$ cat src/hfosc_defs.vh
`ifndef HFOSC_DEFS_VH
`define HFOSC_DEFS_VH
// Register byte offsets (index times four, as printed offsets are not word aligned).
`define HFOSC_IDX_CONTROL 8'hb7
`define HFOSC_IDX_CALIB 8'hbf
`define HFOSC_ADDR_CONTROL 12'h2dc
`define HFOSC_ADDR_CALIB 12'h2fc
`define HFOSC_ADDR_IRQ_STATUS 12'h400
`define HFOSC_ADDR_IRQ_MASK 12'h404
`define HFOSC_ADDR_SRC_SEL 12'h408
// Control register fields.
`define HFOSC_BIT_ENABLE 7
`define HFOSC_BIT_READY 6
`define HFOSC_BIT_SUSPEND 5
`define HFOSC_DIV_LSB 0
`define HFOSC_CONTROL_RESET 8'hc0
`define HFOSC_DIV_RESET 2'h0
// Arbitrary calibration default standing in for the factory trim.
`define HFOSC_CALIB_RESET 8'h80
// Interrupt status bits.
`define HFOSC_IRQ_WAKE 0
`define HFOSC_IRQ_READY 1
// Ready settle time after run starts or the divider changes: 100 ns at the 4 ns clock, in cycles.
`define HFOSC_SETTLE_CYC 8'h19
// AXI responses.
`define HFOSC_RESP_OKAY 2'h0
`define HFOSC_RESP_SLVERR 2'h2
`endif

$ cat src/hfosc_ctrl.v
// Overview of operation
// - After any reset the internal oscillator is the selected system clock source.
// - Divider code 00 divides by 8, 01 by 4, 10 by 2 and 11 by 1.
// - After reset the divider is at divide by 8.
// - Writing one to the suspend bit halts the oscillator and enters suspend.
// - While suspended on the internal oscillator the core and peripheral clock is gated off until a wake event.
// - Wake events are a match on port 0, 1 or 2, or comparator 0 or 1 enabled with output low.
// - Any wake event restarts oscillator, core and peripherals regardless of interrupts.
// - After wake the core continues at the instruction after the suspending write.
// - An eight-bit fully writable calibration register sets the oscillator period.
// - At reset the calibration register loads the factory trim for 24.5 MHz; the code loads a fixed 8'h80 in its place.
// - Control bit 7 enables the oscillator when one and disables it when zero.
// - Read-only control bit 6 reads one only while the oscillator runs at its programmed frequency.
// - Control bits 4 to 2 read as zero and software writes zeros there.
// - The control register resets to enable set, ready set, suspend clear and divide by 8.
//
// Added by the designer: the AXI4-Lite slave port.
`timescale 1ns/100ps
`include "hfosc_defs.vh"

module hfosc_ctrl (
    // Clock and reset.
    input wire aclk,
    input wire aresetn,
    // AXI4-Lite write address.
    input wire [11:0] s_axi_awaddr,
    input wire s_axi_awvalid,
    output reg s_axi_awready,
    // AXI4-Lite write data.
    input wire [31:0] s_axi_wdata,
    input wire [3:0] s_axi_wstrb,
    input wire s_axi_wvalid,
    output reg s_axi_wready,
    // AXI4-Lite write response.
    output reg [1:0] s_axi_bresp,
    output reg s_axi_bvalid,
    input wire s_axi_bready,
    // AXI4-Lite read address.
    input wire [11:0] s_axi_araddr,
    input wire s_axi_arvalid,
    output reg s_axi_arready,
    // AXI4-Lite read data.
    output reg [31:0] s_axi_rdata,
    output reg [1:0] s_axi_rresp,
    output reg s_axi_rvalid,
    input wire s_axi_rready,
    // Wake sources.
    input wire [2:0] port_match,
    input wire [1:0] comp_enable,
    input wire [1:0] comp_out,
    // Oscillator and clock control outputs.
    output reg hf_osc_run,
    output reg [7:0] hf_osc_calibration,
    output reg [1:0] hf_osc_divider_select,
    output reg [3:0] hf_osc_div_ratio,
    output reg system_clock_gate_n,
    output reg sel_internal_osc,
    output reg irq
);

////////////////////////////////////////////////////////////////////////////////
// Registers and wiring.

reg hf_osc_enable_r;
reg suspend_r;
reg ready_r;
reg [7:0] settle_r;
reg [1:0] src_sel_r;
reg [1:0] irq_status_r;
reg [1:0] irq_mask_r;
reg [11:0] awaddr_r;
reg aw_held_r;
reg [31:0] wdata_r;
reg [3:0] wstrb_r;
reg w_held_r;
wire [4:0] wake_bit;
wire wake_any;
wire run_want;
wire wr_fire;
wire [11:0] wr_addr;
wire [31:0] wr_data;
wire [3:0] wr_strb;
wire wr_ctl;
wire wr_sus;
reg [7:0] ctl_read;
reg [31:0] rd_data;
reg rd_err;
reg wr_err;
wire wr_cal;
wire wr_src;
wire wr_mask;
wire wr_stat;
reg [7:0] settle_nxt;
reg ready_nxt;
reg [1:0] irq_status_nxt;

////////////////////////////////////////////////////////////////////////////////
// Wake sources.

// Ports 0 to 2 wake on a match; comparators 0 and 1 wake while enabled with a low output.
// The wake lines are levels taken as synchronous, so a one-cycle pulse is enough to end suspend.
genvar gi;
generate
    for (gi = 0; gi < 5; gi = gi + 1) begin : g_wake
        if (gi < 3) begin : g_port
            assign wake_bit[gi] = port_match[gi];
        end else begin : g_comp
            assign wake_bit[gi] = comp_enable[gi-3] & ~comp_out[gi-3];
        end
    end
endgenerate

// Any single source is enough to wake.
assign wake_any = |wake_bit;

// The oscillator is wanted while enabled and not suspended.
assign run_want = hf_osc_enable_r & ~suspend_r;

////////////////////////////////////////////////////////////////////////////////
// Write channel capture: address and data may arrive in either order.

// A held address or data word stands in for the live bus once its channel has been taken.
assign wr_addr = aw_held_r ? awaddr_r : s_axi_awaddr;
assign wr_data = w_held_r ? wdata_r : s_axi_wdata;
assign wr_strb = w_held_r ? wstrb_r : s_axi_wstrb;
// A write fires once both halves are in and no response is still waiting.
assign wr_fire = (aw_held_r | (s_axi_awvalid & s_axi_awready)) & (w_held_r | (s_axi_wvalid & s_axi_wready))
    & ~s_axi_bvalid;
assign wr_ctl = wr_fire & (wr_addr == `HFOSC_ADDR_CONTROL) & wr_strb[0];
assign wr_sus = wr_ctl & wr_data[`HFOSC_BIT_SUSPEND];

// Write strobes for the remaining registers; only byte lane 0 carries a register.
assign wr_cal = wr_fire & (wr_addr == `HFOSC_ADDR_CALIB) & wr_strb[0];
assign wr_src = wr_fire & (wr_addr == `HFOSC_ADDR_SRC_SEL) & wr_strb[0];
assign wr_mask = wr_fire & (wr_addr == `HFOSC_ADDR_IRQ_MASK) & wr_strb[0];
assign wr_stat = wr_fire & (wr_addr == `HFOSC_ADDR_IRQ_STATUS) & wr_strb[0];

// Unmapped write addresses get an error response.
always @* begin
    case (wr_addr)
        `HFOSC_ADDR_CONTROL, `HFOSC_ADDR_CALIB, `HFOSC_ADDR_IRQ_STATUS, `HFOSC_ADDR_IRQ_MASK,
        `HFOSC_ADDR_SRC_SEL: wr_err = 1'b0;
        default: wr_err = 1'b1;
    endcase
end

// Handshake tracking for the write address, write data and response.
// The readies fall while a response waits, so only one write is under way at a time.
always @(posedge aclk) begin
    if (!aresetn) begin
        s_axi_awready <= 1'b0;
        s_axi_wready <= 1'b0;
        aw_held_r <= 1'b0;
        w_held_r <= 1'b0;
        awaddr_r <= 12'h000;
        wdata_r <= 32'h0000_0000;
        wstrb_r <= 4'h0;
        s_axi_bvalid <= 1'b0;
        s_axi_bresp <= `HFOSC_RESP_OKAY;
    end else begin
        s_axi_awready <= ~aw_held_r & ~(s_axi_awvalid & s_axi_awready) & ~s_axi_bvalid & ~wr_fire;
        s_axi_wready <= ~w_held_r & ~(s_axi_wvalid & s_axi_wready) & ~s_axi_bvalid & ~wr_fire;
        if (wr_fire) begin
            aw_held_r <= 1'b0;
            w_held_r <= 1'b0;
            s_axi_bvalid <= 1'b1;
            s_axi_bresp <= wr_err ? `HFOSC_RESP_SLVERR : `HFOSC_RESP_OKAY;
        end else begin
            if (s_axi_awvalid & s_axi_awready) begin
                aw_held_r <= 1'b1;
                awaddr_r <= s_axi_awaddr;
            end
            if (s_axi_wvalid & s_axi_wready) begin
                w_held_r <= 1'b1;
                wdata_r <= s_axi_wdata;
                wstrb_r <= s_axi_wstrb;
            end
            if (s_axi_bvalid & s_axi_bready) begin
                s_axi_bvalid <= 1'b0;
            end
        end
    end
end

////////////////////////////////////////////////////////////////////////////////
// Oscillator control registers.

// Control, calibration, source select and interrupt registers.
always @(posedge aclk) begin
    if (!aresetn) begin
        hf_osc_enable_r <= 1'b1;
        suspend_r <= 1'b0;
        hf_osc_divider_select <= `HFOSC_DIV_RESET;
        hf_osc_calibration <= `HFOSC_CALIB_RESET;
        src_sel_r <= 2'h0;
        irq_mask_r <= 2'h0;
        irq_status_r <= 2'h0;
    end else begin
        if (wr_ctl) begin
            hf_osc_enable_r <= wr_data[`HFOSC_BIT_ENABLE];
            hf_osc_divider_select <= wr_data[1:0];
        end
        // A wake event clears suspend; the write that sets it wins only with no wake present.
        // Software cannot clear suspend itself; only a wake ends it, and the oscillator then keeps running.
        if (wr_sus & ~wake_any) begin
            suspend_r <= 1'b1;
        end else if (suspend_r & wake_any) begin
            suspend_r <= 1'b0;
        end
        if (wr_cal) begin
            hf_osc_calibration <= wr_data[7:0];
        end
        if (wr_src) begin
            src_sel_r <= wr_data[1:0];
        end
        if (wr_mask) begin
            irq_mask_r <= wr_data[1:0];
        end
        // Sticky event bits, with the write-one clear already folded in.
        irq_status_r <= irq_status_nxt;
    end
end

////////////////////////////////////////////////////////////////////////////////
// Frequency-ready tracking.

// Next settle count and ready flag; losing run or changing the divider code restarts the count.
// Ready is held low for the whole count so software never sees it high at a stale frequency.
always @* begin
    settle_nxt = settle_r;
    ready_nxt = ready_r;
    if (~run_want | (wr_ctl & (wr_data[1:0] != hf_osc_divider_select))) begin
        ready_nxt = 1'b0;
        settle_nxt = `HFOSC_SETTLE_CYC;
    end else if (settle_r > 8'h01) begin
        settle_nxt = settle_r - 8'h01;
    end else if (settle_r == 8'h01) begin
        settle_nxt = 8'h00;
        ready_nxt = 1'b1;
    end
end

// Oscillator run state and frequency-ready settle counter.
always @(posedge aclk) begin
    if (!aresetn) begin
        hf_osc_run <= 1'b1;
        ready_r <= 1'b1;
        settle_r <= 8'h00;
    end else begin
        hf_osc_run <= run_want;
        ready_r <= ready_nxt;
        settle_r <= settle_nxt;
    end
end

////////////////////////////////////////////////////////////////////////////////
// Interrupts.

// Write-one clear first, then the events, so a new event wins over a clear in the same cycle.
always @* begin
    irq_status_nxt = irq_status_r & ~({2{wr_stat}} & wr_data[1:0]);
    if (suspend_r & wake_any) begin
        irq_status_nxt[`HFOSC_IRQ_WAKE] = 1'b1;
    end
    if (ready_nxt & ~ready_r) begin
        irq_status_nxt[`HFOSC_IRQ_READY] = 1'b1;
    end
end

////////////////////////////////////////////////////////////////////////////////
// Clock outputs.

// Divide ratio, clock gate, source select and interrupt outputs.
always @(posedge aclk) begin
    if (!aresetn) begin
        hf_osc_div_ratio <= 4'h8;
        system_clock_gate_n <= 1'b1;
        sel_internal_osc <= 1'b1;
        irq <= 1'b0;
    end else begin
        case (hf_osc_divider_select)
            2'h0: hf_osc_div_ratio <= 4'h8;
            2'h1: hf_osc_div_ratio <= 4'h4;
            2'h2: hf_osc_div_ratio <= 4'h2;
            default: hf_osc_div_ratio <= 4'h1;
        endcase
        // Gating only holds the core, so it resumes after the suspending write.
        // The gate is registered and opens one cycle after a wake; another clock source is never gated.
        system_clock_gate_n <= ~(suspend_r & ~wake_any & (src_sel_r == 2'h0));
        sel_internal_osc <= (src_sel_r == 2'h0);
        irq <= |(irq_status_r & irq_mask_r);
    end
end

////////////////////////////////////////////////////////////////////////////////
// Read channel.

// Control readback with reserved bits as zero.
always @* begin
    ctl_read = 8'h00;
    ctl_read[`HFOSC_BIT_ENABLE] = hf_osc_enable_r;
    ctl_read[`HFOSC_BIT_READY] = ready_r;
    ctl_read[`HFOSC_BIT_SUSPEND] = suspend_r;
    ctl_read[1:0] = hf_osc_divider_select;
end

// Read data multiplexer.
// The live read address is decoded; the master holds it unchanged until it is taken.
always @* begin
    rd_err = 1'b0;
    case (s_axi_araddr)
        `HFOSC_ADDR_CONTROL: rd_data = {24'h00_0000, ctl_read};
        `HFOSC_ADDR_CALIB: rd_data = {24'h00_0000, hf_osc_calibration};
        `HFOSC_ADDR_IRQ_STATUS: rd_data = {30'h0000_0000, irq_status_r};
        `HFOSC_ADDR_IRQ_MASK: rd_data = {30'h0000_0000, irq_mask_r};
        `HFOSC_ADDR_SRC_SEL: rd_data = {30'h0000_0000, src_sel_r};
        default: begin
            rd_data = 32'h0000_0000;
            rd_err = 1'b1;
        end
    endcase
end

// Read handshake: one cycle from address accept to data.
// The address ready stays low while data waits, so a second read cannot overtake the first.
always @(posedge aclk) begin
    if (!aresetn) begin
        s_axi_arready <= 1'b0;
        s_axi_rvalid <= 1'b0;
        s_axi_rdata <= 32'h0000_0000;
        s_axi_rresp <= `HFOSC_RESP_OKAY;
    end else begin
        s_axi_arready <= ~s_axi_rvalid & ~(s_axi_arvalid & s_axi_arready);
        if (s_axi_arvalid & s_axi_arready) begin
            s_axi_rvalid <= 1'b1;
            s_axi_rdata <= rd_data;
            s_axi_rresp <= rd_err ? `HFOSC_RESP_SLVERR : `HFOSC_RESP_OKAY;
        end else if (s_axi_rvalid & s_axi_rready) begin
            s_axi_rvalid <= 1'b0;
        end
    end
end

endmodule // hfosc_ctrl

$ cat config.mk
export PLATFORM = sky130hd
export DESIGN_NAME = hfosc_ctrl
export DESIGN_NICKNAME = d
export VERILOG_FILES = /design/src/hfosc_ctrl.v
export VERILOG_INCLUDE_DIRS = /design/src
export SDC_FILE = /design/constraint.sdc
export NUM_CORES = 1
export LEC_CHECK = 0
export BUFFER_PORTS_ARGS = -buffer_cell sky130_fd_sc_hd__buf_4
export CORE_ASPECT_RATIO = 1.25
export CORE_MARGIN = 4
export CORE_UTILIZATION = 45
export DETAILED_ROUTE_END_ITERATION = 6
export HOLD_SLACK_MARGIN = 0.02
export MAX_ROUTING_LAYER = met4
export PLACE_DENSITY_LB_ADDON = 0.12
export SLEW_MARGIN = 20
export SYNTH_ARGS = -nofsm -noshare
export SYNTH_HDL_FRONTEND = slang
export SYNTH_SLANG_ARGS = --single-unit
$ cat constraint.sdc
create_clock -name aclk -period 2.1 [get_ports aclk]
set_input_delay 0.42 -clock aclk [delete_from_list [all_inputs] [get_ports aclk]]
set_output_delay 0.42 -clock aclk [all_outputs]
set_load 0.02 [all_outputs]
* Word level (Yosys, flattened, before mapping) *
Cells that the tools add are included.

storage, ports and cells
  register bits = 99
  input port bits = 74
  logic and storage cells = 137

operators by class
  add/subtract/negate cells = 1
  order comparisons = 1
  eq/ne operators = 14
  muxes and demuxes = 21
  bitwise gates (word level) = 57
  reductions and logical operators = 15

operators by type and width
  operator                                                                         number
  12-bit by 11-bit == test with 1-bit output, second input constant                6
  12-bit by 10-bit == test with 1-bit output, second input constant                4
  8-bit case mux with 5 select lines                                               1
  1-bit bitwise AND                                                                34
  8-bit two-way mux                                                                3
  1-bit NOT                                                                        16
  5-bit OR reduction                                                               3
  1-bit two-way mux                                                                12
  12-bit two-way mux                                                               1
  4-bit case mux with 3 select lines                                               1
  8-bit by 1-bit == test with 1-bit output, second input constant                  1
  8-bit by 1-bit greater-than comparator with 1-bit output, second input constant  1
  2-bit nonzero test                                                               4
  8-bit by 1-bit subtractor with 8-bit output, second input constant               1
  2-bit bitwise AND                                                                3
  2-bit OR reduction                                                               3
  5-bit two-way mux                                                                1
  2-bit logical NOT                                                                2
  2-bit two-way mux                                                                2
  2-bit AND reduction                                                              2
  1-bit OR                                                                         3
  3-bit nonzero test                                                               1
  2-bit by 1-bit == test with 1-bit output, second input constant                  1
  2-bit == test, second input constant                                             1
  other kinds (2)                                                                  2

* Depth between registers and ports, before layout *
Gate-level depths: netlist of run 1.

  word-level depth = 11
  gate-level depth with buffers = 7
  depth with buffers taken out = 7

* Worst setup path after synthesis of run 1 *
OpenSTA, ideal clock, no wires.

  path kind = input-to-reg
  start point = in s_axi_awaddr[10]
  end point = reg hf_osc_calibration[7]
  setup time = 0.121 ns
  data arrival time = 2.023 ns
  path slack = -0.045 ns
  stages = 5
  path buffers = 0
  path through = nand4b_1 > mux2_4 > or2_4 > nor4_4 > mux2_4

on the way
  longest elaborated chain between the ends = 4

RTL lines
  item                                        line              source
  from (decl)                                 hfosc_ctrl.v:26   input wire [11:0] s_axi_awaddr,
  12-bit two-way mux                          hfosc_ctrl.v:123  assign wr_addr = aw_held_r ? awaddr_r : s_axi_awaddr;
  12-bit by 10-bit == test with 1-bit output  -
  1-bit bitwise AND (2 in series)             hfosc_ctrl.v:133  assign wr_cal = wr_fire & (wr_addr == `HFOSC_ADDR_CALIB) & wr_strb[0];
  to (signal assigned)                        hfosc_ctrl.v:194  hf_osc_calibration <= `HFOSC_CALIB_RESET;
  to (signal assigned)                        hfosc_ctrl.v:211  hf_osc_calibration <= wr_data[7:0];
  to (decl)                                   hfosc_ctrl.v:53   output reg [7:0] hf_osc_calibration,

Every way passes these cells.
A chain may end at the register's enable or synchronous reset.

* Worst setup path in the final report of run 1 *
  start point = reg aw_held_r
  end point = reg settle_r[1]

on the way
  longest elaborated chain between the ends = 8
  elaborated cells between the ends (all ways) = 10
  those cells by class = 1 x eq/ne; 1 x mux; 7 x bitwise; 1 x reduce/logical

RTL lines
  item                                                                        line              source
  from (decl)                                                                 hfosc_ctrl.v:72   reg aw_held_r;
  from (signal assigned)                                                      hfosc_ctrl.v:153  aw_held_r <= 1'b0;
  from (signal assigned)                                                      hfosc_ctrl.v:164  aw_held_r <= 1'b0;
  from (signal assigned)                                                      hfosc_ctrl.v:170  aw_held_r <= 1'b1;
  parallel branches: the longest is 3 deep, another holds 12-bit two-way mux  -
  1-bit bitwise AND * (2 in series)                                           hfosc_ctrl.v:129  assign wr_ctl = wr_fire & (wr_addr == `HFOSC_ADDR_CONTROL) & wr_strb[0];
  1-bit bitwise AND *                                                         hfosc_ctrl.v:232  if (~run_want | (wr_ctl & (wr_data[1:0] != hf_osc_divider_select))) begin
  1-bit OR *                                                                  hfosc_ctrl.v:232
  2-bit OR reduction (no line) *                                              -
  to (signal assigned)                                                        hfosc_ctrl.v:252  settle_r <= settle_nxt;
  to (decl)                                                                   hfosc_ctrl.v:67   reg [7:0] settle_r;

Every way passes the cells marked *.

==> metrics, run 1 <==
Worst Path Max Fanout=9; DRC viols=0; Post-synth top flop=dfxtp_1; WP data required=2330 ps; CORE AREA=0.007747 sq mm; synth cell count leaders=73 x dfxtp_1, 45 x nor2_1, 38 x mux2i_1; gr ovfl total=0; VDD IR max=0.4789 mV; r2r startpoint=aw_held_r; top cells by area, synth=dfxtp_1 41%, mux2i_1 11%, buf_4 5.9%, nor2_1 4.8%, mux2_2 3.8%; leak pwr=1.960 nW; Arr. time, crit path=2110 ps; CP startpoint kind=flop; Hold EP=wdata_r[1]; slowest stage delay, CP=430 ps; Chip Width=87.51 um; RSZ-0062 raised after global routing=no; synthesized area=0.003556 sq mm; CTS max path bufs=2; die area=0.009397 sq mm; Hold Path Stages=3; Power Density=840.5 mW/mm^2; CP cell instances=nor3b_2, o22ai_1, or2_4, o41ai_1, buf_4, nor3_1; Syn Area/Cell=8.957 sq um; WP buf/inv=1; final hold viol count=0; RR Endpoint=settle_r[1]; vias in the first global route=2853; Max stage delay cell, worst path=dfxtp_2; sequential area share after synthesis=41.10%; WL/cell=14.23 um; synthesized netlist cell count=397; # diodes=0; clock tree from TritonCTS=yes; starting density of the core=45.90%; root buffer cell=clkbuf_8; status=completed; Min-Delay Path Class=in -> reg; DRT antenna net count=0; async set-reset flop share out of synthesis=0%; worst-case reg-to-reg path depth=6; Yosys cell types=59; clock skew=6.000 ps; final wirelength=8279 um; Post-DP HPWL=6047 um; layout cell share with drive strength beyond 1=28.13%; area grow syn2layout=25.30%; Inserted Clock Buffers=9; Final Max Tran Viols=0; Sink Count=73; Pre-Repair DR Iteration Count=4; Vias/cell=5.284; H-tree levels=3; worst skew pair latency=350 ps; first-pass GRT wire length=13390 um; Cell Rows=36; Slew @ Worst Pin=585.8 ps; top-level I/O count=133; Setup violations, final=0; post-synthesis register bit count=73; Top delay family on crit path=simple AND/OR/NAND/NOR gates; Setup Crit Path Kind=reg -> reg; Clock transition at path regs=80 ps; GP Congestion=0.8079; # fillers=737; fin crit period=1886 ps; Synth Warn #=0; nets@finish=558; initial antenna violation count=0; Synth area leader=dfxtp_1; Critical Path Start=aw_held_r; max cap viols=0; Yosys top cell area share=41.10%; most common cell in the netlist=dfxtp_1; Setup TNS=0 ps; DR vias=3075; largest net degree at the start of global routing=33; utilization after layout=57.51%; Post-synth EDFFs=0; fmax=530.1 MHz; Critical Path End Type=flop; relative max-transition margin=60.59%; min-delay src=s_axi_wdata[1]; post-placement setup slack=50.83 ps; final worst path period share=89.83%; Die H=107.4 um; setup ws final=213.6 ps; Port Buf Inserts=79; Total GRT Usage=18.45%; hold buffer count at CTS=0; setup slack, reg-to-reg=210 ps; initial detailed-routing violation count=148
[through the flow]
stage / power (mW) / cells / cell area (sq um) / hold WS [ps]
floorplan: 2.219 / 422 / 3650 / 433.4
global placement: 2.393 / 566 / 4195 / 440.9
detailed placement: 2.408 / 566 / 4195 / 446.6
CTS: 3.759 / 582 / 4439 / 297.4
global route: 3.942 / 582 / 4456 / 301.5
finish: 3.745 / 582 / 4456 / 311.5
[worst max-delay path by stage]
| stage | endpoint | cells past startpoint | slack [ps] |
|---|---|---|---|
| finish | settle_r[1] | 6 | 210 |
| global route | hf_osc_divider_select[0] | 6 | 60 |
| CTS | settle_r[1] | 6 | 90 |
| detailed placement | settle_r[1] | 7 | 50 |
| global placement | irq_status_r[1] | 7 | 90 |
| floorplan | irq_status_r[1] | 5 | 20 |
[cell type report]
| type | instances | area, sq um | area share, % |
|---|---|---|---|
| Clock inverter | 5 | 102.6 | 2.303 |
| Sequential cell | 73 | 1463 | 32.83 |
| Timing Repair Buffer | 93 | 698.2 | 15.67 |
| Tap cell | 95 | 118.9 | 2.668 |
| Multi-Input combinational cell | 293 | 1887 | 42.35 |
| Inverter | 12 | 45.04 | 1.011 |
| Clock buffer | 11 | 141.4 | 3.173 |
[state kept, by name, summed over array words and instances (netlist names), 4 cells and up]
register / count
awaddr_r: 12
hf_osc_calibration: 8
hf_osc_div_ratio: 4
s_axi_rdata: 8
settle_r: 8
wdata_r: 8
[power by group]
part | internal, mW | switching, mW
sequential | 1.48 | 0.0970
clock | 0.820 | 0.518
combinational | 0.389 | 0.444
[cell families after synthesis]
family                   after synthesis  synth area share (%)
other                                  1                0.1055
adder cells (fa/ha/maj)                2                0.7036
flip-flops                            73                 41.10
buffers and inverters                 56                 8.902
AO/OA/AOI/OAI                         58                 10.35
AND/OR/NAND/NOR                      150                 22.27
XOR/XNOR                               5                 1.232
multiplexers                          52                 15.34
[layer usage]
layer  global-route usage, %  share of wire, %
met1                   21.06                41
met4                   8.553               1.5
met3                   3.292               6.2
met5                       -                 0
met2                   31.03                51
[cell usage in the layout (no fill, tap or decap), types with 3 or more instances in the layout]
| cell | n |
|---|---|
| mux2i_1 | 38 |
| dfxtp_1 | 72 |
| or4_1 | 3 |
| o21ai_0 | 9 |
| a21oi_1 | 20 |
| or2_2 | 3 |
| nor3_1 | 16 |
| nor3b_1 | 4 |
| conb_1 | 26 |
| bufinv_16 | 3 |
| mux2_2 | 12 |
| buf_4 | 93 |
| nand4_1 | 3 |
| and3_1 | 4 |
| inv_1 | 11 |
| xnor2_1 | 3 |
| nor4_1 | 7 |
| o31ai_1 | 3 |
| nand3_1 | 6 |
| nand4b_1 | 6 |
| nand2_1 | 32 |
| a31oi_1 | 5 |
| clkbuf_8 | 10 |
| nor2_1 | 44 |
| nand2b_1 | 6 |
[tightest hold or removal path, stage by stage]
cell and delay (ps):
buf_4 80, mux2i_1 50, nor2_1 70
[repair_timing]
item,in CTS,in global routing
gates resized for setup,0,4
setup buffers,0,0
setup endpoints to repair,0,22
(Power assumes the default switching activity.)
==> inputs of run 2 (changes only) <==
--- a/config.mk
+++ b/config.mk
@@ -11,6 +11,7 @@
 export CORE_MARGIN = 4
 export CORE_UTILIZATION = 45
 export DETAILED_ROUTE_END_ITERATION = 6
+export GPL_TIMING_DRIVEN = 0
 export HOLD_SLACK_MARGIN = 0.02
 export MAX_ROUTING_LAYER = met4
 export PLACE_DENSITY_LB_ADDON = 0.12
==> run 2 against run 1 <==
Register-to-register slack lost 80 ps. Sequential share of layout area is 1.2 points lower. Die area unchanged. Core utilization rose by 2.1 points. Count of clock-buffer cells in the layout is 1 lower. Sequential cell count unchanged. Non-clock buffer count increased by 31. Global-route usage grew 0.66 points. Critical endpoint is now irq_status_r[1]. Largest power group unchanged. Highest routed layer unchanged.
==> metrics, run 2 (same netlist as run 1, synthesis figures left out) <==
Pre-Repair DR Iteration Count=4 (unchanged); layout cell share with drive strength beyond 1=30.50% (+2.4 points); root buffer cell=clkbuf_8; VDD IR max=0.3852 mV (-20%); CORE AREA=0.007747 sq mm (unchanged); starting density of the core=45.90% (unchanged); fin crit period=1971 ps (+84.92 ps); CP startpoint kind=flop; GP Congestion=0.8052 (-0.33%); RSZ-0062 raised after global routing=no; CTS max path bufs=2 (unchanged); Die H=107.4 um (unchanged); DRC viols=0 (unchanged); DRT antenna net count=0 (unchanged); Total GRT Usage=19.11% (+0.66 points); Reg with most FFs=awaddr_r; setup ws final=128.7 ps (-84.92 ps); DP Area=0.004347 sq mm (+3.6%); placed cell count=594 (+4.9%); top-level I/O count=133 (unchanged); gr ovfl total=0 (unchanged); Arr. time, crit path=2200 ps (+90 ps); leak pwr=2.094 nW (+6.9%); most frequent cells in the layout=108 x buf_4, 73 x dfxtp_1, 44 x nor2_1, 37 x mux2i_1, 32 x nand2_1; initial antenna violation count=0 (unchanged); first-pass GRT wire length=13790 um (+3.0%); Clock transition at path regs=80 ps (about the same); # fillers=760 (+3.1%); Cell Rows=36 (unchanged); nets@finish=589 (+5.6%); worst skew pair latency=350 ps (about the same); largest net degree at the start of global routing=13 (-61%); Chip Width=87.51 um (unchanged); utilization after layout=59.63% (+2.1 points); commonest non-fill, non-tap cell in the layout=buf_4; register area=0.001461 sq mm (about the same); status=completed; clock tree from TritonCTS=yes; Slew @ Worst Pin=650.5 ps (+64.75 ps); final hold viol count=0 (unchanged); vias in the first global route=2909 (+2.0%); Worst Path Max Fanout=10 (+1); final wirelength=8680 um (+4.8%); Post-DP HPWL=6542 um (+8.2%); WP data required=2330 ps (about the same); H-tree levels=3 (unchanged); area grow syn2layout=29.91%; Setup Crit Path Kind=reg -> reg; fmax=507.3 MHz (-4.3%); final worst path period share=93.87% (+4.0 points); max cap viols=0 (unchanged); post-placement setup slack=-500.6 ps (-551.5 ps); Inserted Clock Buffers=9 (unchanged); Vias/cell=5.131 (-2.9%); relative max-transition margin=56.63% (-4.0 points); Port Buf Inserts=77 (-2.5%); clock skew=6.049 ps (+0.04838 ps); Multi-input gate area=0.001926 sq mm (+2.1%); final instance area=0.004619 sq mm (+3.7%); # diodes=0 (unchanged); WL/cell=14.16 um (-0.46%); die area=0.009397 sq mm (unchanged); initial detailed-routing violation count=131 (-11%); Final Max Tran Viols=0 (unchanged); DR vias=3145 (+2.3%); Power Density=766.2 mW/mm^2 (-8.8%); Critical Path End Type=flop; Setup violations, final=0 (unchanged); Min-Delay Path Class=in -> reg; Sink Count=73 (unchanged); max FFs per register=12 (unchanged); Non-Filler Instances=613 (+5.3%)
-- run 2: through the flow --
stage,TNS (ps),hold slack [ps],power (mW)
floorplan,0,433.4,2.219
global placement,-5038,441.7,2.425
detailed placement,-5474,447.4,2.441
CTS,-33.46,304.5,3.547
global route,0,318.2,3.732
finish,0,304.1,3.539
-- run 2: area by class of cell --
cell class	instances	area share (%)
Multi-Input combinational cell	293	41.68
Sequential cell	73	31.64
Timing Repair Buffer	80	13.00
Buffer	44	5.905
Clock buffer	10	2.979
Tap cell	95	2.573
Clock inverter	6	1.246
Inverter	12	0.9751
-- run 2: timing repair --
action                     4_1_cts  5_1_grt
hold buffers                     0        0
gates resized for setup          4        8
setup buffers                    3        0
pin swaps                        2        1
setup endpoints to repair       20       22
-- run 2: report_power, final --
part	switching, mW	total (mW)	leakage (nW)	internal (mW)
clock	0.537	1.11	0.102	0.572
combinational	0.453	0.869	1.40	0.416
sequential	0.0843	1.56	0.593	1.48
total	1.07	3.54	2.09	2.46
-- run 2: worst max-delay path, cell delays in order, from the launching register on --
cell     delay, ps
dfxtp_1        310
buf_4          170
nor3b_2        230
o22ai_1        190
or2_4          290
o41ai_4        530
o21ai_1        130
-- run 2: layer usage --
metal  vias up  share of wire [%]  global-route usage (%)
li1       1590                  -                       -
met3        13                6.5                   3.522
met1      1454                 41                   22.20
met4         0                1.5                   7.456
met2        88                 51                   32.33
met5         -                  0                       -
-- run 2: final timing paths --
check	depth (start not counted)	slack (ps)	from	to
worst max-delay path	6	130	aw_held_r	irq_status_r[1]
worst min-delay path	3	300	s_axi_wdata[3]	wdata_r[3]
worst max register to register	6	130	aw_held_r	irq_status_r[1]
worst min register to register	2	460	s_axi_rdata[3]	s_axi_rdata[3]
==> inputs of run 3 (changes only) <==
--- a/config.mk
+++ b/config.mk
@@ -9,7 +9,7 @@
 export BUFFER_PORTS_ARGS = -buffer_cell sky130_fd_sc_hd__buf_4
 export CORE_ASPECT_RATIO = 1.25
 export CORE_MARGIN = 4
-export CORE_UTILIZATION = 45
+export CORE_UTILIZATION = 40
 export DETAILED_ROUTE_END_ITERATION = 6
 export GPL_TIMING_DRIVEN = 0
 export HOLD_SLACK_MARGIN = 0.02
==> run 3 against run 2 <==
First-iteration DRC count is 36% lower. Critical path type unchanged. Highest routed layer unchanged. Final area increased by 0.32%. Core utilization fell by 6.4 points. Sequential power is essentially flat. Via count fell by 1.4%.
==> metrics, run 3 (same netlist as run 1, synthesis figures left out) <==
DR vias=3102 (-1.4%); initial detailed-routing violation count=84 (-36%); sw frac=30.49% (+0.13 points); Post-DP HPWL=6786 um (+3.7%); CP cell instances=buf_4, mux2_2, xor2_1, nor2_1, o41ai_4, buf_4, nor3_1; DRT antenna net count=0 (unchanged); commonest non-fill, non-tap cell in the layout=buf_4; Setup violations, final=0 (unchanged); area grow syn2layout=30.33%; DRC viols=0 (unchanged); nets@finish=591 (+0.34%); first-pass GRT wire length=14350 um (+4.1%); Arr. time, crit path=2250 ps (+50 ps); worst skew pair latency=350 ps (about the same); Sink Count=73 (unchanged); GR Util met1=19.61% (-2.6 points); layout cell share with drive strength beyond 1=30.06% (-0.44 points); Pre-Repair DR Iteration Count=4 (unchanged); final hold viol count=0 (unchanged); status=completed; DP Area=0.004378 sq mm (+0.72%); WP data required=2360 ps (+30 ps); die area=0.01047 sq mm (+11%); fmax=503.0 MHz (-0.85%); leak pwr=2.075 nW (-0.91%); largest net degree at the start of global routing=11 (-2); max cap viols=0 (unchanged); Max stage delay cell, worst path=mux2_2; Top Usage Layer GRT=met2; Setup Crit Path Kind=reg -> reg; Reg with most FFs=awaddr_r; Port Buf Inserts=77 (unchanged); RSZ-0062 raised after global routing=no; gr ovfl total=0 (unchanged); Hold WS=310.9 ps (+6.765 ps); fin crit period=1988 ps (+16.87 ps); relative max-transition margin=57.41% (+0.78 points); clock skew=3.946 ps (-2.102 ps); top-level I/O count=133 (unchanged); final wirelength=8869 um (+2.2%); hold buffer count at CTS=0 (unchanged); M2 GR Usage=30.83% (-1.5 points); CORE AREA=0.008701 sq mm (+12%); GP Congestion=0.8290 (+3.0%); Slew @ Worst Pin=638.8 ps (-11.76 ps); vias in the first global route=3087 (+6.1%); final instance area=0.004634 sq mm (+0.32%); slowest stage delay, CP=430 ps (-100 ps); max FFs per register=12 (unchanged); CP startpoint kind=flop; utilization after layout=53.26% (-6.4 points); Worst path most repeated cell=buf_4; Cell Rows=38 (+5.6%); total power=3.386 mW (-4.3%); # diodes=0 (unchanged); Vias/cell=4.854 (-5.4%); setup slack, reg-to-reg=110 ps (-20 ps); Final Max Tran Viols=0 (unchanged); Power Density=730.7 mW/mm^2 (-4.6%); WL/cell=13.88 um (-2.0%); Die H=113.4 um (+5.6%); Critical Path End Type=flop; CTS max path bufs=2 (unchanged); met3 Track Usage GR=4.024% (+0.50 points); Chip Width=92.33 um (+5.5%); clock power share=27.8% (-3.6 points); Internal Power=2.354 mW (-4.5%); starting density of the core=40.87% (-5.0 points); VDD IR max=0.3726 mV (-3.3%); most frequent cells in the layout=110 x buf_4, 73 x dfxtp_1, 44 x nor2_1, 37 x mux2i_1, 32 x nand2_1; root buffer cell=clkbuf_8; Total GRT Usage=17.62% (-1.5 points); Clock transition at path regs=70 ps (about the same); Combinational Power Share=26.1% (+1.5 points); Worst Path Max Fanout=10 (unchanged); Inserted Clock Buffers=9 (unchanged); Min-Delay Path Class=in -> reg; final worst path period share=94.68% (+0.80 points); H-tree levels=3 (unchanged); initial antenna violation count=0 (unchanged); Reg power frac=46.1% (+2.0 points); switching power total=1.033 mW (-3.9%); clock tree from TritonCTS=yes
run 3: path summary, 6_finish.rpt:
check	startpoint	endpoint	cells after the start
max	w_held_r	settle_r[1]	7
min reg2reg	s_axi_rdata[3]	s_axi_rdata[3]	2
max reg2reg	w_held_r	settle_r[1]	7
min	s_axi_wdata[4]	wdata_r[4]	3
run 3: layout make-up:
class                      count  area, sq um
buffer                        44        272.8
clock buffer                  15        156.4
fill                         866         4066
inverter                      12        45.04
multi-input combinational    293         1933
sequential                    73         1461
tap                          120        150.1
timing repair buffer          82        615.6
run 3: worst max-delay path, delay by kind of cell (launching register included):
kind                      cells  cell delay (ps)
xor gates and xnor gates      1              160
DFF                           1              320
muxes                         1              430
buffers and inverters         2              350
and+or+nand+nor               2              510
AOI/OAI and AO/OA             1              120
run 3: through the flow:
step	worst slack, ps	TNS, ps	cells
finish	111.8	0	639
global route	1.954	0	639
CTS	44.99	0	638
detailed placement	-505.5	-5296	619
global placement	-496.7	-5269	619
floorplan	16.54	0	422
run 3: power groups by stage:
| stage | Combinational [mW] | Sequential (mW) | Clock [mW] |
|---|---|---|---|
| detailed placement | 0.857 | 1.59 | 0 |
| CTS | 0.872 | 1.56 | 0.971 |
| global placement | 0.844 | 1.59 | 0 |
| global route | 0.992 | 1.58 | 1.04 |
| floorplan | 0.630 | 1.59 | 0 |
| finish | 0.883 | 1.56 | 0.942 |
run 3: repair_timing:
item | 4_1_cts | 5_1_grt
buffers inserted | 4 | 1
pin swaps | 2 | 2
endpoints found under the setup margin | 19 | 25
resized for setup | 5 | 9
run 3: metal layers:
layer  wire, um  part of all wire (%)
met5          0                     0
met4        171                   1.9
met3        500                   5.6
met2       4514                    51
met1       3684                    42
